--- src/hw/afesc_regs.vh ---
`ifndef AFESC_REGS_VH
`define AFESC_REGS_VH
`define AFESC_REG_MODE 3'h0
`define AFESC_REG_CLK 3'h1
`define AFESC_REG_PWR 3'h2
`define AFESC_REG_GAIN 3'h3
`define AFESC_REG_CONV 3'h4
`define AFESC_REG_ANA 3'h5
`define AFESC_REG_RESET 8'h00
`define AFESC_MODE_OPMODE 0
`define AFESC_MODE_MIXED 1
`define AFESC_MODE_DLB 2
`define AFESC_MODE_PLB 3
`define AFESC_MODE_SWRST 7
`define AFESC_CLK_ECHO 7
`define AFESC_PWR_GLOBAL 0
`define AFESC_PWR_ADC 3
`define AFESC_PWR_DAC 4
`define AFESC_PWR_REF 5
`define AFESC_PWR_REFOUT 6
`define AFESC_W_CTRL 15
`define AFESC_W_READ 14
`define AFESC_RST_CYCLES 3'h4
`define AFESC_FIRST_FS 12'h7FF
`define AFESC_WORD_BITS 5'h10
`endif

--- src/hw/afesc_fifo.v ---
`timescale 1ns/10ps
module afesc_fifo #(
    parameter WIDTH = 16,
    parameter DEPTH = 8,
    parameter AW = 3
) (
    input wire ref_clk,
    input wire rst_n,
    input wire in_valid,
    output wire in_ready,
    input wire [WIDTH-1:0] in_data,
    output wire out_valid,
    input wire out_ready,
    output reg [WIDTH-1:0] out_data
);
    reg [WIDTH-1:0] mem [0:DEPTH-1];
    reg [AW:0] wr_ff;
    reg [AW:0] rd_ff;
    reg vld_ff;
    wire [AW:0] used = wr_ff - rd_ff;
    wire empty = (used == {(AW+1){1'b0}});
    wire pop = !empty && (!vld_ff || out_ready);
    // Output register counts as a place so the buffer never holds more than DEPTH
    wire [AW:0] occ = used + {{AW{1'b0}}, vld_ff};
    assign in_ready = (occ < DEPTH);
    assign out_valid = vld_ff;
    always @(posedge ref_clk) begin
        if (!rst_n) begin
            wr_ff <= {(AW+1){1'b0}};
            rd_ff <= {(AW+1){1'b0}};
            vld_ff <= 1'b0;
            out_data <= {WIDTH{1'b0}};
        end else begin
            if (in_valid && in_ready) begin
                mem[wr_ff[AW-1:0]] <= in_data;
                wr_ff <= wr_ff + 1'b1;
            end
            if (pop) begin
                out_data <= mem[rd_ff[AW-1:0]];
                rd_ff <= rd_ff + 1'b1;
                vld_ff <= 1'b1;
            end else if (out_ready) begin
                vld_ff <= 1'b0;
            end
        end
    end
endmodule

--- src/hw/afesc_top.v ---
// Functional notes
// [RULE1] Hardware reset clears all registers to zero
// [RULE2] Mode bit 7 write triggers register reset
// [RULE3] Reset takes four master clock cycles
// [RULE4] After reset device is in program mode
// [RULE5] Zero registers give sclk/8, sample/2048
// [RULE6] First output frame sync 2048 cycles after
// [RULE7] Host ignores output words in program mode
// [RULE8] Section powered by own or global bit
// [RULE9] Global clear keeps individually enabled sections
// [RULE10] Power bit 6 enables reference output
// [RULE11] Six 8-bit registers, addresses 6-7 reserved
// [RULE12] Bit 15 marks control versus data word
// [RULE13] Write when read bit low, address zero
// [RULE14] Read places register data into output
// [RULE15] Nonzero device address decremented and passed
// [RULE16] Register number 10:8, data 7:0
// [RULE17] Mode register field layout
// [RULE18] Clock register field layout
// [RULE19] Host writes zero to reserved power bits
// [RULE20] Registers update on serial clock falling edge
// [RULE21] Plain data mode ignores control words
// [RULE22] Reserved addresses read zero, writes ignored
`timescale 1ns/10ps
`include "afesc_regs.vh"
module afesc_top #(
    parameter WORD_W = 16
) (
    input wire ref_clk,
    input wire rst_n,
    input wire serial_in,
    input wire input_frame_sync,
    output reg serial_out_ff,
    output reg output_frame_sync_ff,
    output reg serial_clk_ff,
    output reg adc_power_ff,
    output reg dac_power_ff,
    output reg ref_power_ff,
    output reg ref_output_enable_ff,
    output reg operating_mode_select_ff,
    output reg mixed_mode_enable_ff,
    output reg digital_loopback_enable_ff,
    output reg port_loopback_enable_ff,
    output reg [2:0] cascade_count_ff,
    output reg control_echo_enable_ff,
    output reg [1:0] sample_rate_ff,
    output reg [1:0] serial_clock_divider_ff,
    output reg [2:0] master_divider_ff,
    output reg [7:0] gain_ff,
    output reg [7:0] conv_timing_ff,
    output reg [7:0] analog_path_ff,
    output reg dac_word_valid_ff,
    output reg [WORD_W-1:0] dac_word_ff
);
    reg [7:0] mode_ff;
    reg [7:0] clk_ff;
    reg [7:0] pwr_ff;
    reg [7:0] gain_r_ff;
    reg [7:0] conv_ff;
    reg [7:0] ana_ff;
    reg [2:0] rst_cnt_ff;
    reg [2:0] sdiv_ff;
    reg [10:0] samp_ff;
    reg [11:0] first_ff;
    reg first_done_ff;
    reg [WORD_W-1:0] rx_ff;
    reg [4:0] rx_cnt_ff;
    reg rx_busy_ff;
    reg [WORD_W-1:0] tx_ff;
    reg [4:0] tx_cnt_ff;
    reg [2:0] fs_cnt_ff;
    reg sclk_fall_ff;
    wire [7:0] rd_data;
    wire rst_active = (rst_cnt_ff != 3'h0);
    wire [WORD_W-1:0] word_done = {rx_ff[WORD_W-2:0], serial_in};
    wire rx_last = rx_busy_ff && sclk_fall_ff && (rx_cnt_ff == `AFESC_WORD_BITS - 5'h1);
    // [RULE12] control flag
    wire is_ctrl = word_done[`AFESC_W_CTRL];
    wire [2:0] dev_addr = word_done[13:11];
    wire [2:0] reg_addr = word_done[10:8];
    wire [7:0] reg_data = word_done[7:0];
    wire opmode = mode_ff[`AFESC_MODE_OPMODE];
    wire mixed = mode_ff[`AFESC_MODE_MIXED];
    // [RULE21] control gate
    wire ctrl_ok = !opmode || mixed;
    wire ctrl_word = rx_last && is_ctrl && ctrl_ok && !rst_active;
    wire do_write = ctrl_word && !word_done[`AFESC_W_READ] && dev_addr == 3'h0;
    wire do_read = ctrl_word && word_done[`AFESC_W_READ] && dev_addr == 3'h0;
    wire pass_on = ctrl_word && dev_addr != 3'h0;
    wire data_word = rx_last && opmode && (!mixed || !is_ctrl) && !rst_active;
    wire [3:0] sdiv_top;
    wire [10:0] samp_top;
    wire sample_event;
    wire fifo_in_ready;
    wire fifo_out_valid;
    wire [WORD_W-1:0] fifo_out_data;
    // [RULE5] dividers from zero defaults
    assign sdiv_top = (clk_ff[3:2] == 2'h0) ? 4'h3 : (clk_ff[3:2] == 2'h1) ? 4'h1 : 4'h0;
    assign samp_top = (clk_ff[1:0] == 2'h0) ? 11'h7FF : (clk_ff[1:0] == 2'h1) ? 11'h3FF :
        (clk_ff[1:0] == 2'h2) ? 11'h1FF : 11'h0FF;
    // [RULE6] first frame sync delay
    assign sample_event = first_done_ff ? (samp_ff == samp_top) : (first_ff == `AFESC_FIRST_FS);
    // [RULE11] reserved reads zero
    // [RULE22] reserved addresses
    assign rd_data = (reg_addr == `AFESC_REG_MODE) ? mode_ff :
        (reg_addr == `AFESC_REG_CLK) ? clk_ff :
        (reg_addr == `AFESC_REG_PWR) ? pwr_ff :
        (reg_addr == `AFESC_REG_GAIN) ? gain_r_ff :
        (reg_addr == `AFESC_REG_CONV) ? conv_ff :
        (reg_addr == `AFESC_REG_ANA) ? ana_ff : `AFESC_REG_RESET;
    afesc_fifo #(.WIDTH(WORD_W), .DEPTH(8), .AW(3)) u_fifo (
        .ref_clk(ref_clk),
        .rst_n(rst_n),
        .in_valid(data_word),
        .in_ready(fifo_in_ready),
        .in_data(mixed ? {word_done[WORD_W-2:0], 1'b0} : word_done),
        .out_valid(fifo_out_valid),
        .out_ready(sample_event),
        .out_data(fifo_out_data)
    );
    always @(posedge ref_clk) begin
        if (!rst_n) begin
            sdiv_ff <= 3'h0;
            serial_clk_ff <= 1'b0;
            sclk_fall_ff <= 1'b0;
            samp_ff <= 11'h000;
            first_ff <= 12'h000;
            first_done_ff <= 1'b0;
        end else begin
            sclk_fall_ff <= 1'b0;
            if (sdiv_ff[2:0] >= sdiv_top[2:0]) begin
                sdiv_ff <= 3'h0;
                serial_clk_ff <= !serial_clk_ff;
                sclk_fall_ff <= serial_clk_ff;
            end else begin
                sdiv_ff <= sdiv_ff + 3'h1;
            end
            if (!first_done_ff) begin
                first_ff <= first_ff + 12'h001;
                if (first_ff == `AFESC_FIRST_FS) begin
                    first_done_ff <= 1'b1;
                end
            end else if (samp_ff >= samp_top) begin
                samp_ff <= 11'h000;
            end else begin
                samp_ff <= samp_ff + 11'h001;
            end
        end
    end
    always @(posedge ref_clk) begin
        if (!rst_n) begin
            rx_ff <= {WORD_W{1'b0}};
            rx_cnt_ff <= 5'h00;
            rx_busy_ff <= 1'b0;
        end else if (sclk_fall_ff) begin
            if (input_frame_sync && !rx_busy_ff) begin
                rx_busy_ff <= 1'b1;
                rx_cnt_ff <= 5'h01;
                rx_ff <= {{(WORD_W-1){1'b0}}, serial_in};
            end else if (rx_busy_ff) begin
                rx_ff <= word_done;
                rx_cnt_ff <= rx_cnt_ff + 5'h01;
                if (rx_last) begin
                    rx_busy_ff <= 1'b0;
                end
            end
        end
    end
    // [RULE20] register writes on falling edge
    always @(posedge ref_clk) begin
        if (!rst_n) begin
            // [RULE1] hardware clear
            mode_ff <= `AFESC_REG_RESET;
            clk_ff <= `AFESC_REG_RESET;
            pwr_ff <= `AFESC_REG_RESET;
            gain_r_ff <= `AFESC_REG_RESET;
            conv_ff <= `AFESC_REG_RESET;
            ana_ff <= `AFESC_REG_RESET;
            rst_cnt_ff <= `AFESC_RST_CYCLES;
        end else if (rst_active) begin
            // [RULE3] four cycle reset
            // [RULE4] program mode default
            mode_ff <= `AFESC_REG_RESET;
            clk_ff <= `AFESC_REG_RESET;
            pwr_ff <= `AFESC_REG_RESET;
            gain_r_ff <= `AFESC_REG_RESET;
            conv_ff <= `AFESC_REG_RESET;
            ana_ff <= `AFESC_REG_RESET;
            rst_cnt_ff <= rst_cnt_ff - 3'h1;
        end else if (do_write) begin
            // [RULE13] addressed write
            // [RULE16] field extraction
            case (reg_addr)
                `AFESC_REG_MODE: begin
                    // [RULE2] software reset
                    if (reg_data[`AFESC_MODE_SWRST]) begin
                        rst_cnt_ff <= `AFESC_RST_CYCLES;
                    end else begin
                        mode_ff <= reg_data;
                    end
                end
                `AFESC_REG_CLK: clk_ff <= reg_data;
                `AFESC_REG_PWR: pwr_ff <= reg_data;
                `AFESC_REG_GAIN: gain_r_ff <= reg_data;
                `AFESC_REG_CONV: conv_ff <= reg_data;
                `AFESC_REG_ANA: ana_ff <= reg_data;
                default: rst_cnt_ff <= 3'h0;
            endcase
        end
    end
    always @(posedge ref_clk) begin
        if (!rst_n) begin
            tx_ff <= {WORD_W{1'b0}};
            tx_cnt_ff <= 5'h00;
            serial_out_ff <= 1'b0;
            output_frame_sync_ff <= 1'b0;
            fs_cnt_ff <= 3'h0;
            dac_word_valid_ff <= 1'b0;
            dac_word_ff <= {WORD_W{1'b0}};
        end else begin
            output_frame_sync_ff <= 1'b0;
            dac_word_valid_ff <= 1'b0;
            if (sample_event) begin
                output_frame_sync_ff <= 1'b1;
                tx_ff <= mixed ? {1'b0, fifo_out_data[WORD_W-1:1]} : fifo_out_data;
                tx_cnt_ff <= `AFESC_WORD_BITS;
                dac_word_valid_ff <= fifo_out_valid;
                dac_word_ff <= fifo_out_data;
            end else if (do_read) begin
                // [RULE14] read back
                tx_ff <= {word_done[WORD_W-1:8], rd_data};
                tx_cnt_ff <= `AFESC_WORD_BITS;
            end else if (pass_on) begin
                // [RULE15] decrement and pass
                tx_ff <= {word_done[15:14], dev_addr - 3'h1, word_done[10:0]};
                tx_cnt_ff <= `AFESC_WORD_BITS;
            end else if (ctrl_word && clk_ff[`AFESC_CLK_ECHO]) begin
                tx_ff <= word_done;
                tx_cnt_ff <= `AFESC_WORD_BITS;
            end else if (sclk_fall_ff && tx_cnt_ff != 5'h00) begin
                serial_out_ff <= tx_ff[WORD_W-1];
                tx_ff <= {tx_ff[WORD_W-2:0], 1'b0};
                tx_cnt_ff <= tx_cnt_ff - 5'h01;
            end
            if (data_word) begin
                fs_cnt_ff <= (fs_cnt_ff >= mode_ff[6:4]) ? 3'h0 : fs_cnt_ff + 3'h1;
            end
        end
    end
    always @(posedge ref_clk) begin
        if (!rst_n) begin
            adc_power_ff <= 1'b0;
            dac_power_ff <= 1'b0;
            ref_power_ff <= 1'b0;
            ref_output_enable_ff <= 1'b0;
            operating_mode_select_ff <= 1'b0;
            mixed_mode_enable_ff <= 1'b0;
            digital_loopback_enable_ff <= 1'b0;
            port_loopback_enable_ff <= 1'b0;
            cascade_count_ff <= 3'h0;
            control_echo_enable_ff <= 1'b0;
            sample_rate_ff <= 2'h0;
            serial_clock_divider_ff <= 2'h0;
            master_divider_ff <= 3'h0;
            gain_ff <= `AFESC_REG_RESET;
            conv_timing_ff <= `AFESC_REG_RESET;
            analog_path_ff <= `AFESC_REG_RESET;
        end else begin
            // [RULE8] own or global enable
            // [RULE9] individual bit holds power
            adc_power_ff <= pwr_ff[`AFESC_PWR_ADC] | pwr_ff[`AFESC_PWR_GLOBAL];
            dac_power_ff <= pwr_ff[`AFESC_PWR_DAC] | pwr_ff[`AFESC_PWR_GLOBAL];
            ref_power_ff <= pwr_ff[`AFESC_PWR_REF] | pwr_ff[`AFESC_PWR_GLOBAL];
            // [RULE10] reference output
            ref_output_enable_ff <= pwr_ff[`AFESC_PWR_REFOUT];
            // [RULE17] mode fields
            operating_mode_select_ff <= opmode;
            mixed_mode_enable_ff <= mixed;
            digital_loopback_enable_ff <= mode_ff[`AFESC_MODE_DLB];
            port_loopback_enable_ff <= mode_ff[`AFESC_MODE_PLB];
            cascade_count_ff <= mode_ff[6:4];
            // [RULE18] clock fields
            control_echo_enable_ff <= clk_ff[`AFESC_CLK_ECHO];
            sample_rate_ff <= clk_ff[1:0];
            serial_clock_divider_ff <= clk_ff[3:2];
            master_divider_ff <= clk_ff[6:4];
            gain_ff <= gain_r_ff;
            conv_timing_ff <= conv_ff;
            analog_path_ff <= ana_ff;
        end
    end
endmodule

--- config.mk ---
export PLATFORM = sky130hd
export DESIGN_NAME = afesc_top
export DESIGN_NICKNAME = d
export VERILOG_FILES = /design/src/hw/afesc_fifo.v /design/src/hw/afesc_top.v
export VERILOG_INCLUDE_DIRS = /design/src /design/src/hw
export SDC_FILE = /design/constraint.sdc
export NUM_CORES = 1
export LEC_CHECK = 0
export ABC_AREA = 1
export ABC_CLOCK_PERIOD_IN_PS = 3300
export BUFFER_PORTS_ARGS = -buffer_cell sky130_fd_sc_hd__buf_4
export CORE_ASPECT_RATIO = 1.5
export CORE_MARGIN = 5
export CORE_UTILIZATION = 50
export CTS_BUF_LIST = sky130_fd_sc_hd__clkbuf_4
export CTS_CLUSTER_SIZE = 10
export DETAILED_ROUTE_END_ITERATION = 10
export PLACE_DENSITY = 0.8
export SLEW_MARGIN = 5
export SYNTH_ARGS = -nofsm -noshare
export SYNTH_HDL_FRONTEND = slang
export SYNTH_HIERARCHICAL = 1
export SYNTH_SLANG_ARGS = --single-unit
--- constraint.sdc ---
create_clock -name ref_clk -period 3.3 [get_ports ref_clk]
set_input_delay 0.495 -clock ref_clk [delete_from_list [all_inputs] [get_ports ref_clk]]
set_output_delay 0.495 -clock ref_clk [all_outputs]
set_load 0.02 [all_outputs]
# == After elaboration in Yosys (flattened, before gate mapping) ==
# Memories as Yosys holds them, arrays and structs flattened. A register that Yosys moved wholly into a read port is not among the register bits.
# Cells that the tools add are included.
# classes
eq_ne,13
mul,0
shifts,0
muxes,44
addsub,11
n_div,0
bitwise,9
magnitude_cmp,3
n_reduce_logical,58
# op_table
op,count
$mux W16,7
$mux W8,6
$mux W5,7
$mux W15,2
$mux W11,2
$logic_and A1 B1 Y1,18
$reduce_and A2 Y1,8
$mux W1,13
$add A12 B1 Y12 const B,1
$eq A12 B11 Y1 const B,1
$add A11 B1 Y11 const B,1
$eq A11 B11 Y1,1
$ge A11 B11 Y1,1
$logic_not A1 Y1,10
$mux W10,1
$reduce_bool A5 Y1,2
$reduce_or A5 Y1,2
$mux W3,3
$mux W9,1
$add A4 B1 Y4 const B,2
$eq A3 B2 Y1 const B,2
$eq A3 B3 Y1 const B,2
$logic_not A3 Y1,2
$not A1 Y1,6
25 further kinds,37
# totals
inputBits,4
elab_cells,181
ram_bits,128
latch_bits,0
rom_bits,0
n_memories,1
reg_bits,192
out_inout_bits,63
# memory_table
memory,depth,word_bits,rd,rd_clocked_by_memory_dff,wr,line,rtl
u_fifo.mem,8,16,1,1,1,afesc_fifo.v:16,reg [WIDTH-1:0] mem [0:DEPTH-1];

# == Depth between registers and ports, before layout ==
# depth
ltp_word,10
ltp_mapped,18
ltp_nobuf,15

# == By module ==
# Netlist, hierarchy kept.
# modules_own_cells
module,area_per_inst_um2,seq_area_each_um2,cells_each,n_inst
afesc_top,7957.6,3663.5,1099,1
afesc_fifo,6197.2,4344.2,534,1

# == Worst setup path after synthesis ==
# OpenSTA, ideal clock, no wires.
# synth_timing
path_type,register to register
startpoint,register rx_cnt_ff[1]
endpoint,memory u_fifo.mem[7][0] (enable)
arrival_ns,2.674
period_less_slack_ns,3.062
setup_time_ns,0.389
t_required_ns,2.911
path_slack_ns,0.238
path_stages_with_launch,9
n_path_buf,0
cell_sequence,dfxtp_1 > ha_1 > inv_1 > nor3_1 > ha_1 > nand3_1 > nor4_1 > nand3_2 > nor2_1
# synth_via
elab_chain_cells,9
# synth_lines
element,line,rtl
start: declaration,afesc_top.v:67,reg [4:0] rx_cnt_ff;
start signal: assignment,afesc_top.v:162,rx_cnt_ff <= rx_cnt_ff + 5'h01;
$eq A5 B4 Y1,afesc_top.v:76,wire rx_last = rx_busy_ff && sclk_fall_ff && (rx_cnt_ff == `AFESC_WORD_BITS - 5'h1);
$logic_and A1 B1 Y1,afesc_top.v:76,
$logic_and A1 B1 Y1 (3 in a row),afesc_top.v:90,wire data_word = rx_last && opmode && (!mixed || !is_ctrl) && !rst_active;
net data_word,afesc_top.v:90,
$logic_and A1 B1 Y1,afesc_fifo.v:34,if (in_valid && in_ready) begin
$mux W1,afesc_fifo.v:34,
$mux W1,afesc_fifo.v:28,if (!rst_n) begin
$mux W1 (implied by the code),afesc_fifo.v:35,mem[wr_ff[AW-1:0]] <= in_data;
end: declaration,afesc_fifo.v:16,
# The timed path passes the listed nets, and every way through them passes these cells.

# == Final worst setup path ==
# layout_timing
startpoint,register rx_cnt_ff[1]
endpoint,register tx_ff[7]
# layout_via
elab_chain_cells,10
elab_cells_between_ends,14
classes_between,eq/ne (1); mux (4); reduce/logical (9)
# layout_lines
element,line,rtl
$eq A5 B4 Y1 (*),afesc_top.v:76,
$logic_and A1 B1 Y1 (*),afesc_top.v:76,
$logic_and A1 B1 Y1 (*) (3 in a row),afesc_top.v:86,wire ctrl_word = rx_last && is_ctrl && ctrl_ok && !rst_active;
$logic_and A1 B1 Y1,afesc_top.v:237,end else if (ctrl_word && clk_ff[`AFESC_CLK_ECHO]) begin
$mux W16,afesc_top.v:237,
$mux W16,afesc_top.v:233,end else if (pass_on) begin
$mux W16,afesc_top.v:229,end else if (do_read) begin
$mux W16,afesc_top.v:223,if (sample_event) begin
end signal: assignment,afesc_top.v:225,"tx_ff <= mixed ? {1'b0, fifo_out_data[WORD_W-1:1]} : fifo_out_data;"
end signal: assignment,afesc_top.v:231,"tx_ff <= {word_done[WORD_W-1:8], rd_data};"
end signal: assignment,afesc_top.v:238,tx_ff <= word_done;
end: declaration,afesc_top.v:69,reg [WORD_W-1:0] tx_ff;
# Mark *: on every way between the ends. The rest lies on a longest branch, timed or not.
# A chain may end at the register's enable or synchronous reset.

==> metrics.md <==
| Metric | Value |
|---|---|
| GRT Total Usage | 22.1% |
| Clk slew on worst S/H paths | 70 ps |
| Detailed-route wire length | 35400 µm |
| Nets | 1757 |
| Hold Crit Endpoint | rx_busy_ff$_SDFFE_PN0P_ |
| Grt ovf | 0 |
| Die area | 31800 µm² |
| Post-CTS setup buffer count | 0 |
| Max clock buf depth | 3 |
| Yosys warning count | 6 |
| ANT nets after route | 0 |
| Worst-case reg-to-reg path depth | 12 |
| Sequential fraction of the synthesis area | 56.6% |
| Synth area leader | dfxtp_1 |
| First-pass GRT wire length | 57400 µm |
| Largest net degree at the start of global routing | 98 |
| Clock Latency Late Sink | 740 ps |
| Worst slew pin tran | 1080 ps |
| Hold path depth | 3 |
| Inserted Clock Buffers | 77 |
| CP max FO | 17 |
| FMAX | 353 MHz |
| # clock sinks | 336 |
| Final period util | 85.8% |
| Layout fillers | 2423 |
| RSZ-0062 raised after global routing | no |
| Vias per inst | 5.53 |
| Final HPWL DP | 24300 µm |
| Reg-to-Reg Start | rx_cnt_ff[1]$_SDFFE_PN0P_ |
| Dpl cell area | 15000 µm² |
| Initial core utilization | 50.6% |
| Setup CP Type | flip-flop to flip-flop |
| Port bufs | 66 |
| Gate Count Post-Synth | 1633 |
| Die Wd | 147 µm |
| Most used flip-flop cell after synthesis | dfxtp_1 |
| DRC | 0 |
| Leakage | 6.52 nW |
| CP required | 3940 ps |
| Main area contributors after synthesis | dfxtp_1 29%, edfxtp_1 27%, nand2_1 8.5%, o21ai_0 5.4%, nor2_1 4.6% |
| Initial DRC count | 1151 |
| Synthesis-to-layout area growth | 13.1% |
| Skew final | 46.2 ps |
| Avg Cell Area, Syn | 8.67 µm² |
| Design Area, Final | 16000 µm² |
| Mapped cell area | 14200 µm² |
| Most frequent cell after synthesis | nand2_1 |
| Site Rows | 75 |
| FF-to-FF End | tx_ff[7]$_SDFFE_PN0P_ |
| Core ar. | 28000 µm² |
| Min Clock Period, post-route | 2830 ps |
| Crit path DAT | 3470 ps |
| Routability cong. | 0.927 |
| Fraction of layout cells with a size suffix above 1 | 14.7% |
| Setup crit end kind | flip-flop |
| DR pass1 iterations | 6 |
| Final Hold Fails | 0 |
| Slew margin rel. | 27.3% |
| Setup TNS | 0 ps |
| Ys async rst share | 0% |
| Clock root buffer | clkbuf_4 |
| Power per cell area | 594 nW/µm² |
| Peak supply drop | 0.335 mV |
| CTS tree | done |
| Worst Hold Launch | input_frame_sync |
| Setup violators final | 0 |
| H-tree Lvls | 3 |
| Fin. max-slew vios | 0 |
| R2r setup slk | 470 ps |
| #FFs+latches synth | 336 |
| Syn nets | 1656 |
| Floorplan die height | 216 µm |
| Vias in the first global route | 11576 |
| Run status | complete, no violations |
| Routed length per instance | 16.6 µm |
| Synth cell types | 48 |
| DR vias | 11836 |
| Initial antenna violation count | 1 |
| Setup crit start kind | flip-flop |
| Worst Setup SP | rx_cnt_ff[1]$_SDFFE_PN0P_ |
| Commonest cells in the netlist | 322 x nand2_1, 208 x dfxtp_1, 175 x nor2_1 |
| Area share of the largest cell type after synthesis | 29.4% |
| # IOs | 67 |
| Max cap viols | 0 |
| EDFF count, synth | 128 |
| Worst Hold Class | primary input to flip-flop |
-- cells by family (layout without fill, tap and decap cells) --
| logic type | count (synthesis) | count (layout) | share of synthesized area (%) |
|---|---|---|---|
| AND/OR/NAND/NOR | 627 | 627 | 18.8 |
| AO/OA/AOI/OAI | 378 | 378 | 14.5 |
| flip-flops | 336 | 336 | 56.6 |
| buffers and inverters | 257 | 417 | 7.42 |
| adder cells (fa/ha/maj) | 19 | 19 | 1.73 |
| XOR/XNOR | 16 | 16 | 0.990 |
| other | 0 | 2 | 0 |
-- worst max-delay path by stage --
stage	endpoint	slack [ps]	cells past startpoint
5_1_grt	tx_ff[7]$_SDFFE_PN0P_	160	12
3_3_place_gp	tx_ff[15]$_SDFFE_PN0P_	500	11
3_5_place_dp	tx_ff[13]$_SDFFE_PN0P_	390	11
2_1_floorplan	u_fifo/mem[7][0]$_DFFE_PP_	240	8
4_1_cts	tx_ff[13]$_SDFFE_PN0P_	370	11
6_report	tx_ff[7]$_SDFFE_PN0P_	470	12
-- cell type report --
| type | count | area (µm²) | share of cell area, % |
|---|---|---|---|
| Multi-Input combinational cell | 1040 | 5110 | 31.9 |
| Clock buffer | 114 | 856 | 5.35 |
| Tap cell | 346 | 433 | 2.70 |
| Timing Repair Buffer | 104 | 781 | 4.88 |
| Sequential cell | 336 | 8010 | 50.0 |
| Antenna cell | 2 | 5.00 | 0.0313 |
| Inverter | 175 | 662 | 4.13 |
| Clock inverter | 24 | 154 | 0.961 |
-- sequential cells by signal, indices dropped and copies added (netlist names), 3 cells and up --
signal,flops
conv_ff,8
tx_ff,16
u_fifo/out_data,16
u_fifo/mem,128
rx_ff,15
pwr_ff,8
u_fifo/wr_ff,4
analog_path_ff,8
dac_word_ff,16
cascade_count_ff,3
gain_ff,8
ana_ff,8
master_divider_ff,3
samp_ff,11
tx_cnt_ff,5
sdiv_ff,3
rst_cnt_ff,3
conv_timing_ff,8
mode_ff,7
u_fifo/rd_ff,4
clk_ff,8
first_ff,12
rx_cnt_ff,5
gain_r_ff,8
-- layer usage --
layer	wire length [µm]	track usage (%)	vias to the layer above
met3	2370	4.39	125
met1	13200	24.8	5468
met5	0	0	-
li1	-	-	5718
met2	18300	39.3	525
met4	1590	11.8	0
-- timing repair --
item,4_1_cts,5_1_grt
setup endpoints to repair,0,4
hold buffers,0,0
gates resized for setup,0,1
-- through the flow --
| step | utilization [%] | total power [W] | worst slack (ps) | std cells | hold slack, ps |
|---|---|---|---|---|---|
| final | 57.2 | 0.00952 | 470 | 2141 | 89.6 |
| after global routing | 57.2 | 0.0101 | 157 | 2141 | 61.9 |
| after CTS | 57.2 | 0.00959 | 372 | 2139 | 30.6 |
| after detailed placement | 53.6 | 0.00624 | 394 | 2001 | 429 |
| after global placement | 53.6 | 0.00619 | 497 | 2001 | 421 |
| after floorplan | - | 0.00584 | 238 | 1633 | 407 |
-- report_power, final --
group	switching, W	total, W	leakage (nW)	internal (W)
registers	0.000138	0.00456	2.87	0.00442
clock network	0.00160	0.00335	0.598	0.00175
logic	0.00114	0.00161	3.06	0.000466
total	0.00288	0.00952	6.52	0.00663
-- critical path, cell delays in order (launching register included) --
cell and delay (ps):
dfxtp_1 360, ha_1 160, inv_1 60, nor3_1 150, ha_1 170, nand3_1 150
nor2_4 340, nand4_2 440, inv_1 400, nand3_1 200, nand3_1 160, nand2_1 70
a21oi_1 110
-- cell usage in the layout, fill, tap and decap left out, drive strengths merged, types with 5 or more instances in the layout --
| master | count |
|---|---|
| xnor2 | 6 |
| nor3 | 19 |
| a21oi | 122 |
| inv | 170 |
| nor2 | 178 |
| buf | 104 |
| xor2 | 10 |
| ha | 18 |
| o21ai | 188 |
| o211ai | 10 |
| dfxtp | 208 |
| o2111ai | 6 |
| a31oi | 5 |
| edfxtp | 128 |
| nand3 | 68 |
| nand4 | 27 |
| clkinv | 26 |
| clkbuf | 114 |
| o21a | 9 |
| o22ai | 33 |
| nand2 | 327 |
No activity file was read; power rests on OpenSTA's default activity.
